===== config.mk =====
export PLATFORM = sky130hd
export DESIGN_NAME = drc_dev_flat
export DESIGN_NICKNAME = d
export VERILOG_FILES = /design/src/include/drc_pkg.sv /design/src/include/drc_if.sv /design/src/logic/drc_dev.sv /design/src/flat_wrapper.sv
export SDC_FILE = /design/constraint.sdc
export NUM_CORES = 1
export LEC_CHECK = 0
export BUFFER_PORTS_ARGS = -buffer_cell sky130_fd_sc_hd__buf_2
export CORE_AREA = 5 5 83 85
export CTS_CLUSTER_DIAMETER = 80
export CTS_CLUSTER_SIZE = 20
export DETAILED_ROUTE_END_ITERATION = 6
export DIE_AREA = 0 0 88 90
export SLEW_MARGIN = 5
export SYNTH_ARGS = -nofsm -noshare
export SYNTH_HDL_FRONTEND = slang
export SYNTH_SLANG_ARGS = --single-unit

===== constraint.sdc =====
create_clock -name clk -period 2.42 [get_ports clk]
set_input_delay 0.121 -clock clk [delete_from_list [all_inputs] [get_ports clk]]
set_output_delay 0.121 -clock clk [all_outputs]
set_load 0.1 [all_outputs]

===== src/include/drc_pkg.sv =====
// drc_pkg: shared constants and types for the dram address mux/strobe driver pair
// assumes: single 25 MHz clock, all pins sampled synchronously
package drc_pkg;

  // ----------------------------------------------------------------
  // clock and timing
  // ----------------------------------------------------------------
  localparam int unsigned CLK_PERIOD_NS   = 40;
  localparam int unsigned MODE_SETTLE_NS  = 30;
  localparam int unsigned CS_SETUP_NS     = 30;
  localparam int unsigned CS_HOLD_NS      = 15;
  localparam int unsigned RAS_STRETCH_NS  = 25;
  localparam int unsigned RK_TO_RAS_NS    = 50;
  localparam int unsigned ROW_HOLD_NS     = 13;
  localparam int unsigned COL_SETUP_NS    = 13;
  localparam int unsigned MODE_SETTLE_CYC = (MODE_SETTLE_NS + CLK_PERIOD_NS - 1) / CLK_PERIOD_NS;
  localparam int unsigned CS_SETUP_CYC    = (CS_SETUP_NS + CLK_PERIOD_NS - 1) / CLK_PERIOD_NS;
  localparam int unsigned CS_HOLD_CYC     = (CS_HOLD_NS + CLK_PERIOD_NS - 1) / CLK_PERIOD_NS;
  localparam int unsigned RAS_STRETCH_CYC = (RAS_STRETCH_NS + CLK_PERIOD_NS - 1) / CLK_PERIOD_NS;
  localparam int unsigned RK_TO_RAS_CYC   = (RK_TO_RAS_NS + CLK_PERIOD_NS - 1) / CLK_PERIOD_NS;
  localparam int unsigned ROW_HOLD_CYC    = (ROW_HOLD_NS + CLK_PERIOD_NS - 1) / CLK_PERIOD_NS;
  localparam int unsigned COL_SETUP_CYC   = (COL_SETUP_NS + CLK_PERIOD_NS - 1) / CLK_PERIOD_NS;

  // ----------------------------------------------------------------
  // widths, counts, reset values
  // ----------------------------------------------------------------
  localparam int unsigned ADDR_W      = 9;
  localparam logic [8:0]  EOC_127     = 9'h07f;
  localparam logic [8:0]  EOC_255     = 9'h0ff;
  localparam logic [8:0]  EOC_511     = 9'h1ff;
  localparam logic [8:0]  CNT_RST     = 9'h000;
  localparam logic [3:0]  RAS_IDLE    = 4'hf;
  localparam logic [2:0]  TMR_W0      = 3'h0;

  // mode codes on the three mode pins
  localparam logic [2:0]  MODE_EXT_REF  = 3'h0;
  localparam logic [2:0]  MODE_AUTO_REF = 3'h1;
  localparam logic [2:0]  MODE_BURST    = 3'h2;
  localparam logic [2:0]  MODE_EXT_ACC  = 3'h4;
  localparam logic [2:0]  MODE_AUTO_ACC = 3'h5;

  // end-of-count select
  localparam logic [1:0]  EOC_SEL_127 = 2'h0;
  localparam logic [1:0]  EOC_SEL_255 = 2'h1;
  localparam logic [1:0]  EOC_SEL_511 = 2'h2;

  typedef enum logic [1:0] {
    DRC_H_IDLE,
    DRC_H_ROW,
    DRC_H_COL,
    DRC_H_DONE
  } drc_hstate_e;

endpackage


===== src/include/drc_if.sv =====
// drc_if: pins between the dram controller and its processor-side sequencer
// assumes: clock and reset come from the bench; refresh_io is open drain
`timescale 1ns/1ps
`default_nettype none
interface drc_if (
  input wire logic clk,
  input wire logic rst
);
  logic [2:0] mode;
  logic [1:0] eoc_sel;
  logic       row_strobe_in;
  logic       col_strobe_in;
  logic       row_col_select;
  logic       chip_select_n;
  logic       refresh_period_clock;
  logic       address_latch_strobe;
  logic       bank_sel_low;
  logic       bank_sel_high;
  logic [8:0] row_addr;
  logic [8:0] col_addr;
  logic [8:0] addr_out;
  logic [3:0] ras_out_n;
  logic       cas_out_n;
  logic       refresh_io_o;
  logic       refresh_io_oe;
  logic       refresh_io_i;

  assign refresh_io_i = refresh_io_oe ? refresh_io_o : 1'b1;

  modport dev (
    input  mode, eoc_sel, row_strobe_in, col_strobe_in, row_col_select, chip_select_n,
           refresh_period_clock, address_latch_strobe, bank_sel_low, bank_sel_high,
           row_addr, col_addr, refresh_io_i,
    output addr_out, ras_out_n, cas_out_n, refresh_io_o, refresh_io_oe
  );
  modport host (
    output mode, eoc_sel, row_strobe_in, col_strobe_in, row_col_select, chip_select_n,
           refresh_period_clock, address_latch_strobe, bank_sel_low, bank_sel_high,
           row_addr, col_addr,
    input  addr_out, ras_out_n, cas_out_n, refresh_io_i
  );
endinterface
`default_nettype wire


===== src/logic/drc_dev.sv =====
// drc_dev: dram address multiplexer, refresh counter and strobe driver
// assumes: all pins synchronous to clk; host keeps its own timing rules
//
// Contract
// - refresh modes: refresh pin flags end-of-count
// - end-of-count selectable 127, 255 or 511
// - counter always counts to 511 then wraps
// - host holds strobe or select high entering mode5
// - host waits 30 ns before access strobe
// - mode0 host stretches row strobe by 25 ns
// - select leads strobe 30 ns, trails 15 ns
// - mode5 unselected strobe is hidden refresh
// - hidden refresh when period clock high
// - no forced refresh after hidden refresh
// - host ignores refresh pin while strobe low
// - host disables hidden refresh at fast clocks
// - disable: select tied low, select ORed strobe
// - period clock rise 50 ns before strobe
// - mode4 order: row strobe, select, column strobe
// - select follows row strobe by hold margin
// - column strobe follows select by setup margin
// - address inputs latched on latch strobe fall
// - bank bits pick one of four row strobes
`timescale 1ns/1ps
`default_nettype none
module drc_dev (
  input wire logic clk,
  input wire logic rst,
  drc_if.dev       pins
);

  // ----------------------------------------------------------------
  // state
  // ----------------------------------------------------------------
  typedef struct packed {
    logic [8:0] row_lat;
    logic [8:0] col_lat;
    logic [1:0] bank_lat;
    logic       als_prev;
    logic       ras_prev;
    logic       rk_prev;
    logic [8:0] cnt;
    logic       in_ref;
    logic       hidden;
    logic       hid_done;
    logic       force_req;
    logic [8:0] addr;
    logic [3:0] ras_n;
    logic       cas_n;
    logic       rfio_o;
    logic       rfio_oe;
  } drc_dev_s;

  drc_dev_s s_q;
  drc_dev_s s_d;

  function automatic logic [8:0] eoc_val(input logic [1:0] sel);
    case (sel)
      drc_pkg::EOC_SEL_127: eoc_val = drc_pkg::EOC_127;
      drc_pkg::EOC_SEL_255: eoc_val = drc_pkg::EOC_255;
      default:              eoc_val = drc_pkg::EOC_511;
    endcase
  endfunction

  function automatic logic [3:0] bank_dec(input logic [1:0] b);
    bank_dec = ~(4'h1 << b);
  endfunction

  logic is_ref;
  logic ras_fall;
  logic ras_rise;
  logic rk_rise;
  assign is_ref   = ~pins.mode[2];
  assign ras_fall = s_q.ras_prev & ~pins.row_strobe_in;
  assign ras_rise = ~s_q.ras_prev & pins.row_strobe_in;
  assign rk_rise  = ~s_q.rk_prev & pins.refresh_period_clock;

  // ----------------------------------------------------------------
  // next state
  // ----------------------------------------------------------------
  always_comb
  begin
    s_d = s_q;
    s_d.als_prev = pins.address_latch_strobe;
    s_d.ras_prev = pins.row_strobe_in;
    s_d.rk_prev  = pins.refresh_period_clock;
    if (s_q.als_prev && !pins.address_latch_strobe)
    begin
      s_d.row_lat  = pins.row_addr;
      s_d.col_lat  = pins.col_addr;
      s_d.bank_lat = {pins.bank_sel_high, pins.bank_sel_low};
    end
    // period bookkeeping
    if (rk_rise)
    begin
      s_d.hid_done  = 1'b0;
      s_d.force_req = 1'b0;
    end
    // strobe falls: refresh, hidden refresh or access
    if (ras_fall)
    begin
      if (is_ref)
      begin
        s_d.in_ref = 1'b1;
        s_d.ras_n  = 4'h0;
      end
      else if (pins.mode == drc_pkg::MODE_AUTO_ACC && pins.chip_select_n
               && pins.refresh_period_clock)
      begin
        s_d.hidden   = 1'b1;
        s_d.hid_done = 1'b1;
        s_d.ras_n    = 4'h0;
      end
      else if (!pins.chip_select_n)
        s_d.ras_n = bank_dec(s_q.bank_lat);
    end
    if (ras_rise)
    begin
      s_d.ras_n = drc_pkg::RAS_IDLE;
      if (s_q.in_ref || s_q.hidden)
        s_d.cnt = s_q.cnt + 9'h001;
      s_d.in_ref = 1'b0;
      s_d.hidden = 1'b0;
    end
    // forced request at period clock fall, unless a hidden refresh ran
    if (s_q.rk_prev && !pins.refresh_period_clock && pins.mode == drc_pkg::MODE_AUTO_ACC
        && !s_q.hid_done && !s_d.hid_done)
      s_d.force_req = 1'b1;
    // column strobe
    if (pins.mode == drc_pkg::MODE_EXT_ACC)
      s_d.cas_n = pins.col_strobe_in | pins.row_strobe_in;
    else if (pins.mode == drc_pkg::MODE_AUTO_ACC)
      s_d.cas_n = ~(~s_q.ras_n[0] | ~s_q.ras_n[1] | ~s_q.ras_n[2] | ~s_q.ras_n[3])
                  | s_q.hidden | pins.row_strobe_in;
    else
      s_d.cas_n = 1'b1;
    // address source
    if (is_ref || s_d.hidden)
      s_d.addr = s_q.cnt;
    else if (pins.mode == drc_pkg::MODE_EXT_ACC)
      s_d.addr = pins.row_col_select ? s_q.row_lat : s_q.col_lat;
    else
      s_d.addr = (s_q.ras_n != drc_pkg::RAS_IDLE && !s_q.hidden) ? s_q.col_lat : s_q.row_lat;
    // refresh pin
    if (is_ref)
    begin
      s_d.rfio_oe = (s_q.cnt == eoc_val(pins.eoc_sel));
      s_d.rfio_o  = 1'b0;
    end
    else
    begin
      s_d.rfio_oe = s_d.force_req;
      s_d.rfio_o  = 1'b0;
    end
  end

  always_ff @(posedge clk or posedge rst)
  begin
    if (rst)
    begin
      s_q       <= '0;
      s_q.als_prev <= 1'b1;
      s_q.ras_prev <= 1'b1;
      s_q.ras_n <= drc_pkg::RAS_IDLE;
      s_q.cas_n <= 1'b1;
      s_q.rfio_o <= 1'b1;
    end
    else
      s_q <= s_d;
  end

  // ----------------------------------------------------------------
  // outputs
  // ----------------------------------------------------------------
  assign pins.addr_out      = s_q.addr;
  assign pins.ras_out_n     = s_q.ras_n;
  assign pins.cas_out_n     = s_q.cas_n;
  assign pins.refresh_io_o  = s_q.rfio_o;
  assign pins.refresh_io_oe = s_q.rfio_oe;

endmodule
`default_nettype wire


===== src/flat_wrapper.sv =====
// flat-port wrapper written by rule: the top's interface ports become plain ports
module drc_dev_flat 
  (clk, rst, pins_mode, pins_eoc_sel, pins_row_strobe_in, pins_col_strobe_in, pins_row_col_select, pins_chip_select_n, pins_refresh_period_clock, pins_address_latch_strobe, pins_bank_sel_low, pins_bank_sel_high, pins_row_addr, pins_col_addr, pins_addr_out, pins_ras_out_n, pins_cas_out_n, pins_refresh_io_o, pins_refresh_io_oe);
  drc_if pins_i (.clk(clk), .rst(rst));
  input wire logic clk;
  input wire logic rst;
  input wire logic [$bits(pins_i.mode)-1:0] pins_mode;
  input wire logic [$bits(pins_i.eoc_sel)-1:0] pins_eoc_sel;
  input wire logic [$bits(pins_i.row_strobe_in)-1:0] pins_row_strobe_in;
  input wire logic [$bits(pins_i.col_strobe_in)-1:0] pins_col_strobe_in;
  input wire logic [$bits(pins_i.row_col_select)-1:0] pins_row_col_select;
  input wire logic [$bits(pins_i.chip_select_n)-1:0] pins_chip_select_n;
  input wire logic [$bits(pins_i.refresh_period_clock)-1:0] pins_refresh_period_clock;
  input wire logic [$bits(pins_i.address_latch_strobe)-1:0] pins_address_latch_strobe;
  input wire logic [$bits(pins_i.bank_sel_low)-1:0] pins_bank_sel_low;
  input wire logic [$bits(pins_i.bank_sel_high)-1:0] pins_bank_sel_high;
  input wire logic [$bits(pins_i.row_addr)-1:0] pins_row_addr;
  input wire logic [$bits(pins_i.col_addr)-1:0] pins_col_addr;
  output wire logic [$bits(pins_i.addr_out)-1:0] pins_addr_out;
  output wire logic [$bits(pins_i.ras_out_n)-1:0] pins_ras_out_n;
  output wire logic [$bits(pins_i.cas_out_n)-1:0] pins_cas_out_n;
  output wire logic [$bits(pins_i.refresh_io_o)-1:0] pins_refresh_io_o;
  output wire logic [$bits(pins_i.refresh_io_oe)-1:0] pins_refresh_io_oe;
  assign pins_i.mode = pins_mode;
  assign pins_i.eoc_sel = pins_eoc_sel;
  assign pins_i.row_strobe_in = pins_row_strobe_in;
  assign pins_i.col_strobe_in = pins_col_strobe_in;
  assign pins_i.row_col_select = pins_row_col_select;
  assign pins_i.chip_select_n = pins_chip_select_n;
  assign pins_i.refresh_period_clock = pins_refresh_period_clock;
  assign pins_i.address_latch_strobe = pins_address_latch_strobe;
  assign pins_i.bank_sel_low = pins_bank_sel_low;
  assign pins_i.bank_sel_high = pins_bank_sel_high;
  assign pins_i.row_addr = pins_row_addr;
  assign pins_i.col_addr = pins_col_addr;
  assign pins_addr_out = pins_i.addr_out;
  assign pins_ras_out_n = pins_i.ras_out_n;
  assign pins_cas_out_n = pins_i.cas_out_n;
  assign pins_refresh_io_o = pins_i.refresh_io_o;
  assign pins_refresh_io_oe = pins_i.refresh_io_oe;
  drc_dev u_core (.clk(clk), .rst(rst), .pins(pins_i));
endmodule

==> metrics.log <==
[metrics] master cell of the clock root buffer: sky130_fd_sc_hd__clkbuf_8
[metrics] post-detailed-route DRC marker count: 0
[metrics] number of nets with antenna violations after detailed routing: 0
[metrics] antenna fix cells: 0
[metrics] maximum number of buffers from clock root to sink: 2
[metrics] number of buffer cells added on primary ports: 48
[metrics] total negative slack for setup checks: 0 ps
[metrics] class of the most critical setup path: flip-flop to flip-flop
[metrics] asr flop ratio synth: 1.000
[metrics] power density of the placed cells: 903.1 nW/um^2
[metrics] wire length of the first global-routing pass: 7728 microns
[metrics] Die Ht: 90 microns
[metrics] final critical delay including setup and external delays: 1992 ps
[metrics] signal arrival time at the worst endpoint: 2180 ps
[metrics] clock sink count: 52
[metrics] standard-cell rows: 29
[metrics] endpoint type of the worst setup path: flip-flop
[metrics] final count of hold timing violations: 37
[metrics] average instance area after synthesis: 12.89 sq um
[metrics] summed instance area of the synthesized netlist: 2346 sq um
[metrics] power after layout: 2.468 mW
[metrics] largest clock skew in the final design: 8.263 ps
[metrics] Initial DRC Count: 44
[metrics] GRT Total Usage: 0.1228
[metrics] area added between synthesis and finish: 16.48%
[metrics] WL met1: 1961 microns
[metrics] area of the core region: 6132 sq um
[metrics] Worst Hold Class: input pin to async pin
[metrics] Avg WL per Cell: 14.38 microns
[metrics] detailed placement HPWL: 3219 microns
[metrics] Detail Route met2 WL: 2139 microns
[metrics] clock tree from TritonCTS: built
[metrics] nature of the critical path startpoint: flip-flop
[metrics] number of CTS-inserted buffers: 5
[metrics] RSZ-0062 raised after global routing: false
[metrics] via count of the first global-routing pass: 1674
[metrics] overall overflow remaining after global route: 0
[metrics] Pre-antenna DRT Iters: 3
[metrics] count of synthesis-stage warnings from yosys: 0
[metrics] library cells used by synthesis: 35
[metrics] Post-synth EDFFs: 0
[metrics] largest fanout on the critical path: 5
[metrics] die area: 7920 sq um
[metrics] Fmax achieved: 502.1 MHz
[metrics] Met3 Routed Length: 271 microns
[metrics] cell leakage power: 1.277 nW
[metrics] number of pins exceeding their max-slew limit in the final report: 0
[metrics] post-detailed-routing wire length: 4386 microns
[metrics] Setup Viol. Count Final: 0
[metrics] Post-synth top flop: sky130_fd_sc_hd__dfrtp_1
[metrics] Worst Tran Pin Value: 679.3 ps
[metrics] Max transition margin: 0.5412
[metrics] Die Width: 88 microns
[metrics] register bit total from synthesis: 52
[metrics] critical path required time: 2610 ps
[metrics] peak supply drop: 0.4038 mV
[metrics] clock latency reported for the late side of the worst-skew pair: 300 ps
[metrics] number of vias after detailed routing: 1450
[metrics] number of max-cap violations: 0
[metrics] result of the run: finished with violations
[metrics] multi-input logic area: 890.9 sq um
[metrics] fin crit share: 0.8230
[metrics] maximum number of pins on one net before global-route repair: 53
[metrics] fillers: 568
[metrics] register area share after synthesis: 0.5589
[metrics] top routing layer in use: met4
[metrics] via density per instance: 4.754
[metrics] I/O pin cnt: 49
[metrics] worst reg-to-reg setup slack: 430 ps
[metrics] fin util: 0.4456
[metrics] share of post-route cells with drive strength above 1: 0.4781
[metrics] register area: 1311 sq um
[metrics] Synthesized Nets: 219
[metrics] initial core utilization: 0.3826
[metrics] clock-pin transition on the worst setup and hold timing paths: 90 ps
[metrics] violations in the final reports: negative hold slack
[metrics] worst hold margin: -14.85 ps
[metrics] initial antenna violation count: 0
[metrics] Gate Count Post-Synth: 182
[metrics] Final Wtd Congestion: 0.7513
[metrics] Total Nets Final: 264
[metrics] H-tree Lvls: 2
## path summary, 6_finish.rpt
path                       depth (start not counted)                                 to                                 start
hold / removal                                     3  u_core.pins.addr_out[0]$_DFF_PP0_                                   rst
min in group clk                                   2         u_core.s_q[39]$_DFFE_PP0P_                      pins_col_addr[5]
setup reg to reg                                   5  u_core.pins.addr_out[3]$_DFF_PP0_  u_core.pins.ras_out_n[3]$_DFFE_PP1P_
hold reg to reg                                    2           u_core.s_q[17]$_DFF_PP0_              u_core.s_q[17]$_DFF_PP0_
setup / recovery                                   5  u_core.pins.addr_out[3]$_DFF_PP0_  u_core.pins.ras_out_n[3]$_DFFE_PP1P_
max in group asynchronous                          3         u_core.s_q[19]$_DFFE_PP0P_                                   rst
## report_power, final
group	switching, mW	internal [mW]
Combinational	0.559	0.226
Clock	0.271	0.307
Sequential	0.0852	1.02
## synthesized netlist by cell type (all sizes together), types with 2 or more instances
| cell | n | area (sq um) |
|---|---|---|
| a21oi | 4 | 20.02 |
| a31oi | 3 | 18.77 |
| and2 | 2 | 12.51 |
| buf | 14 | 105.1 |
| clkbuf | 2 | 7.510 |
| dfrtp | 44 | 1101 |
| dfstp | 8 | 210.2 |
| ha | 4 | 50.05 |
| inv | 9 | 33.78 |
| mux2 | 39 | 439.2 |
| mux2i | 2 | 23.77 |
| nand2 | 6 | 22.52 |
| nand2b | 2 | 12.51 |
| nand3 | 7 | 35.03 |
| nor2 | 7 | 26.28 |
| o21ai | 7 | 35.03 |
| xnor2 | 5 | 43.79 |
| xor2 | 3 | 26.28 |
## state kept, by name (all words and copies together), names as in the netlist
| signal | flops |
|---|---|
| u_core.pins.cas_out_n | 1 |
| u_core.pins.refresh_io_o | 1 |
| u_core.pins.ras_out_n | 4 |
| u_core.s_q | 36 |
| u_core.pins.refresh_io_oe | 1 |
| u_core.pins.addr_out | 9 |
## through the flow
step	instances	instance area, sq um	setup slack [ps]
2_1_floorplan	182	2346	684.6
3_3_place_gp	294	2595	500.8
3_5_place_dp	294	2595	452.7
4_1_cts	305	2733	443.1
5_1_grt	305	2733	320.7
6_report	305	2733	428.2
## critical path, stage by stage (launching register included)
cell and delay [ps]:
sky130_fd_sc_hd__dfstp_2 390, sky130_fd_sc_hd__a41o_1 260, sky130_fd_sc_hd__mux2i_2 410, sky130_fd_sc_hd__buf_4 240, sky130_fd_sc_hd__mux2_2 330, sky130_fd_sc_hd__mux2_2 260
## routing by layer
layer / vias to the layer above / track usage
li1: 711 / -
met1: 704 / 0.1636
met2: 33 / 0.1972
met3: 2 / 0.03839
met4: 0 / 0.02302
met5: - / 0
## kinds of logic after synthesis
logic type,after synthesis,share of synthesized area
buffers and inverters,25,0.06240
and+or+nand+nor,31,0.07307
AOI/OAI and AO/OA,20,0.05547
DFF,52,0.5589
muxes,41,0.1973
other,1,0.001598
adders and majority gates,4,0.02133
xor gates and xnor gates,8,0.02987
## cells in the final DEF, fill, tap and decap left out, types with 2 or more instances in the layout
| cell | Yosys | routed |
|---|---|---|
| sky130_fd_sc_hd__buf_2 | 0 | 48 |
| sky130_fd_sc_hd__dfrtp_1 | 44 | 44 |
| sky130_fd_sc_hd__mux2_2 | 38 | 38 |
| sky130_fd_sc_hd__inv_1 | 9 | 8 |
| sky130_fd_sc_hd__dfstp_2 | 8 | 8 |
| sky130_fd_sc_hd__nand3_1 | 7 | 7 |
| sky130_fd_sc_hd__nor2_1 | 7 | 7 |
| sky130_fd_sc_hd__nand2_1 | 6 | 6 |
| sky130_fd_sc_hd__o21ai_0 | 6 | 6 |
| sky130_fd_sc_hd__xnor2_1 | 5 | 5 |
| sky130_fd_sc_hd__clkbuf_8 | 0 | 5 |
| sky130_fd_sc_hd__a21oi_1 | 4 | 4 |
| sky130_fd_sc_hd__ha_1 | 4 | 4 |
| sky130_fd_sc_hd__a31oi_1 | 3 | 3 |
| sky130_fd_sc_hd__xor2_1 | 3 | 3 |
| sky130_fd_sc_hd__dlygate4sd3_1 | 0 | 3 |
| sky130_fd_sc_hd__buf_4 | 14 | 3 |
| sky130_fd_sc_hd__and2_1 | 2 | 2 |
| sky130_fd_sc_hd__nand2b_1 | 2 | 2 |
## repair_timing
item                                   CTS  global route
resized for setup                        0             0
hold buffers                             3             0
setup buffers                            0             0
endpoints found under the hold margin    3             0
## area by class of cell
type,instances,area share
multi-input combinational,105,0.3260
timing repair buffer,54,0.1071
tap,77,0.03526
clock inverter,2,0.01282
clock buffer,6,0.02656
sequential,52,0.4799
inverter,9,0.01236
No activity file was read; power rests on OpenSTA's default activity.
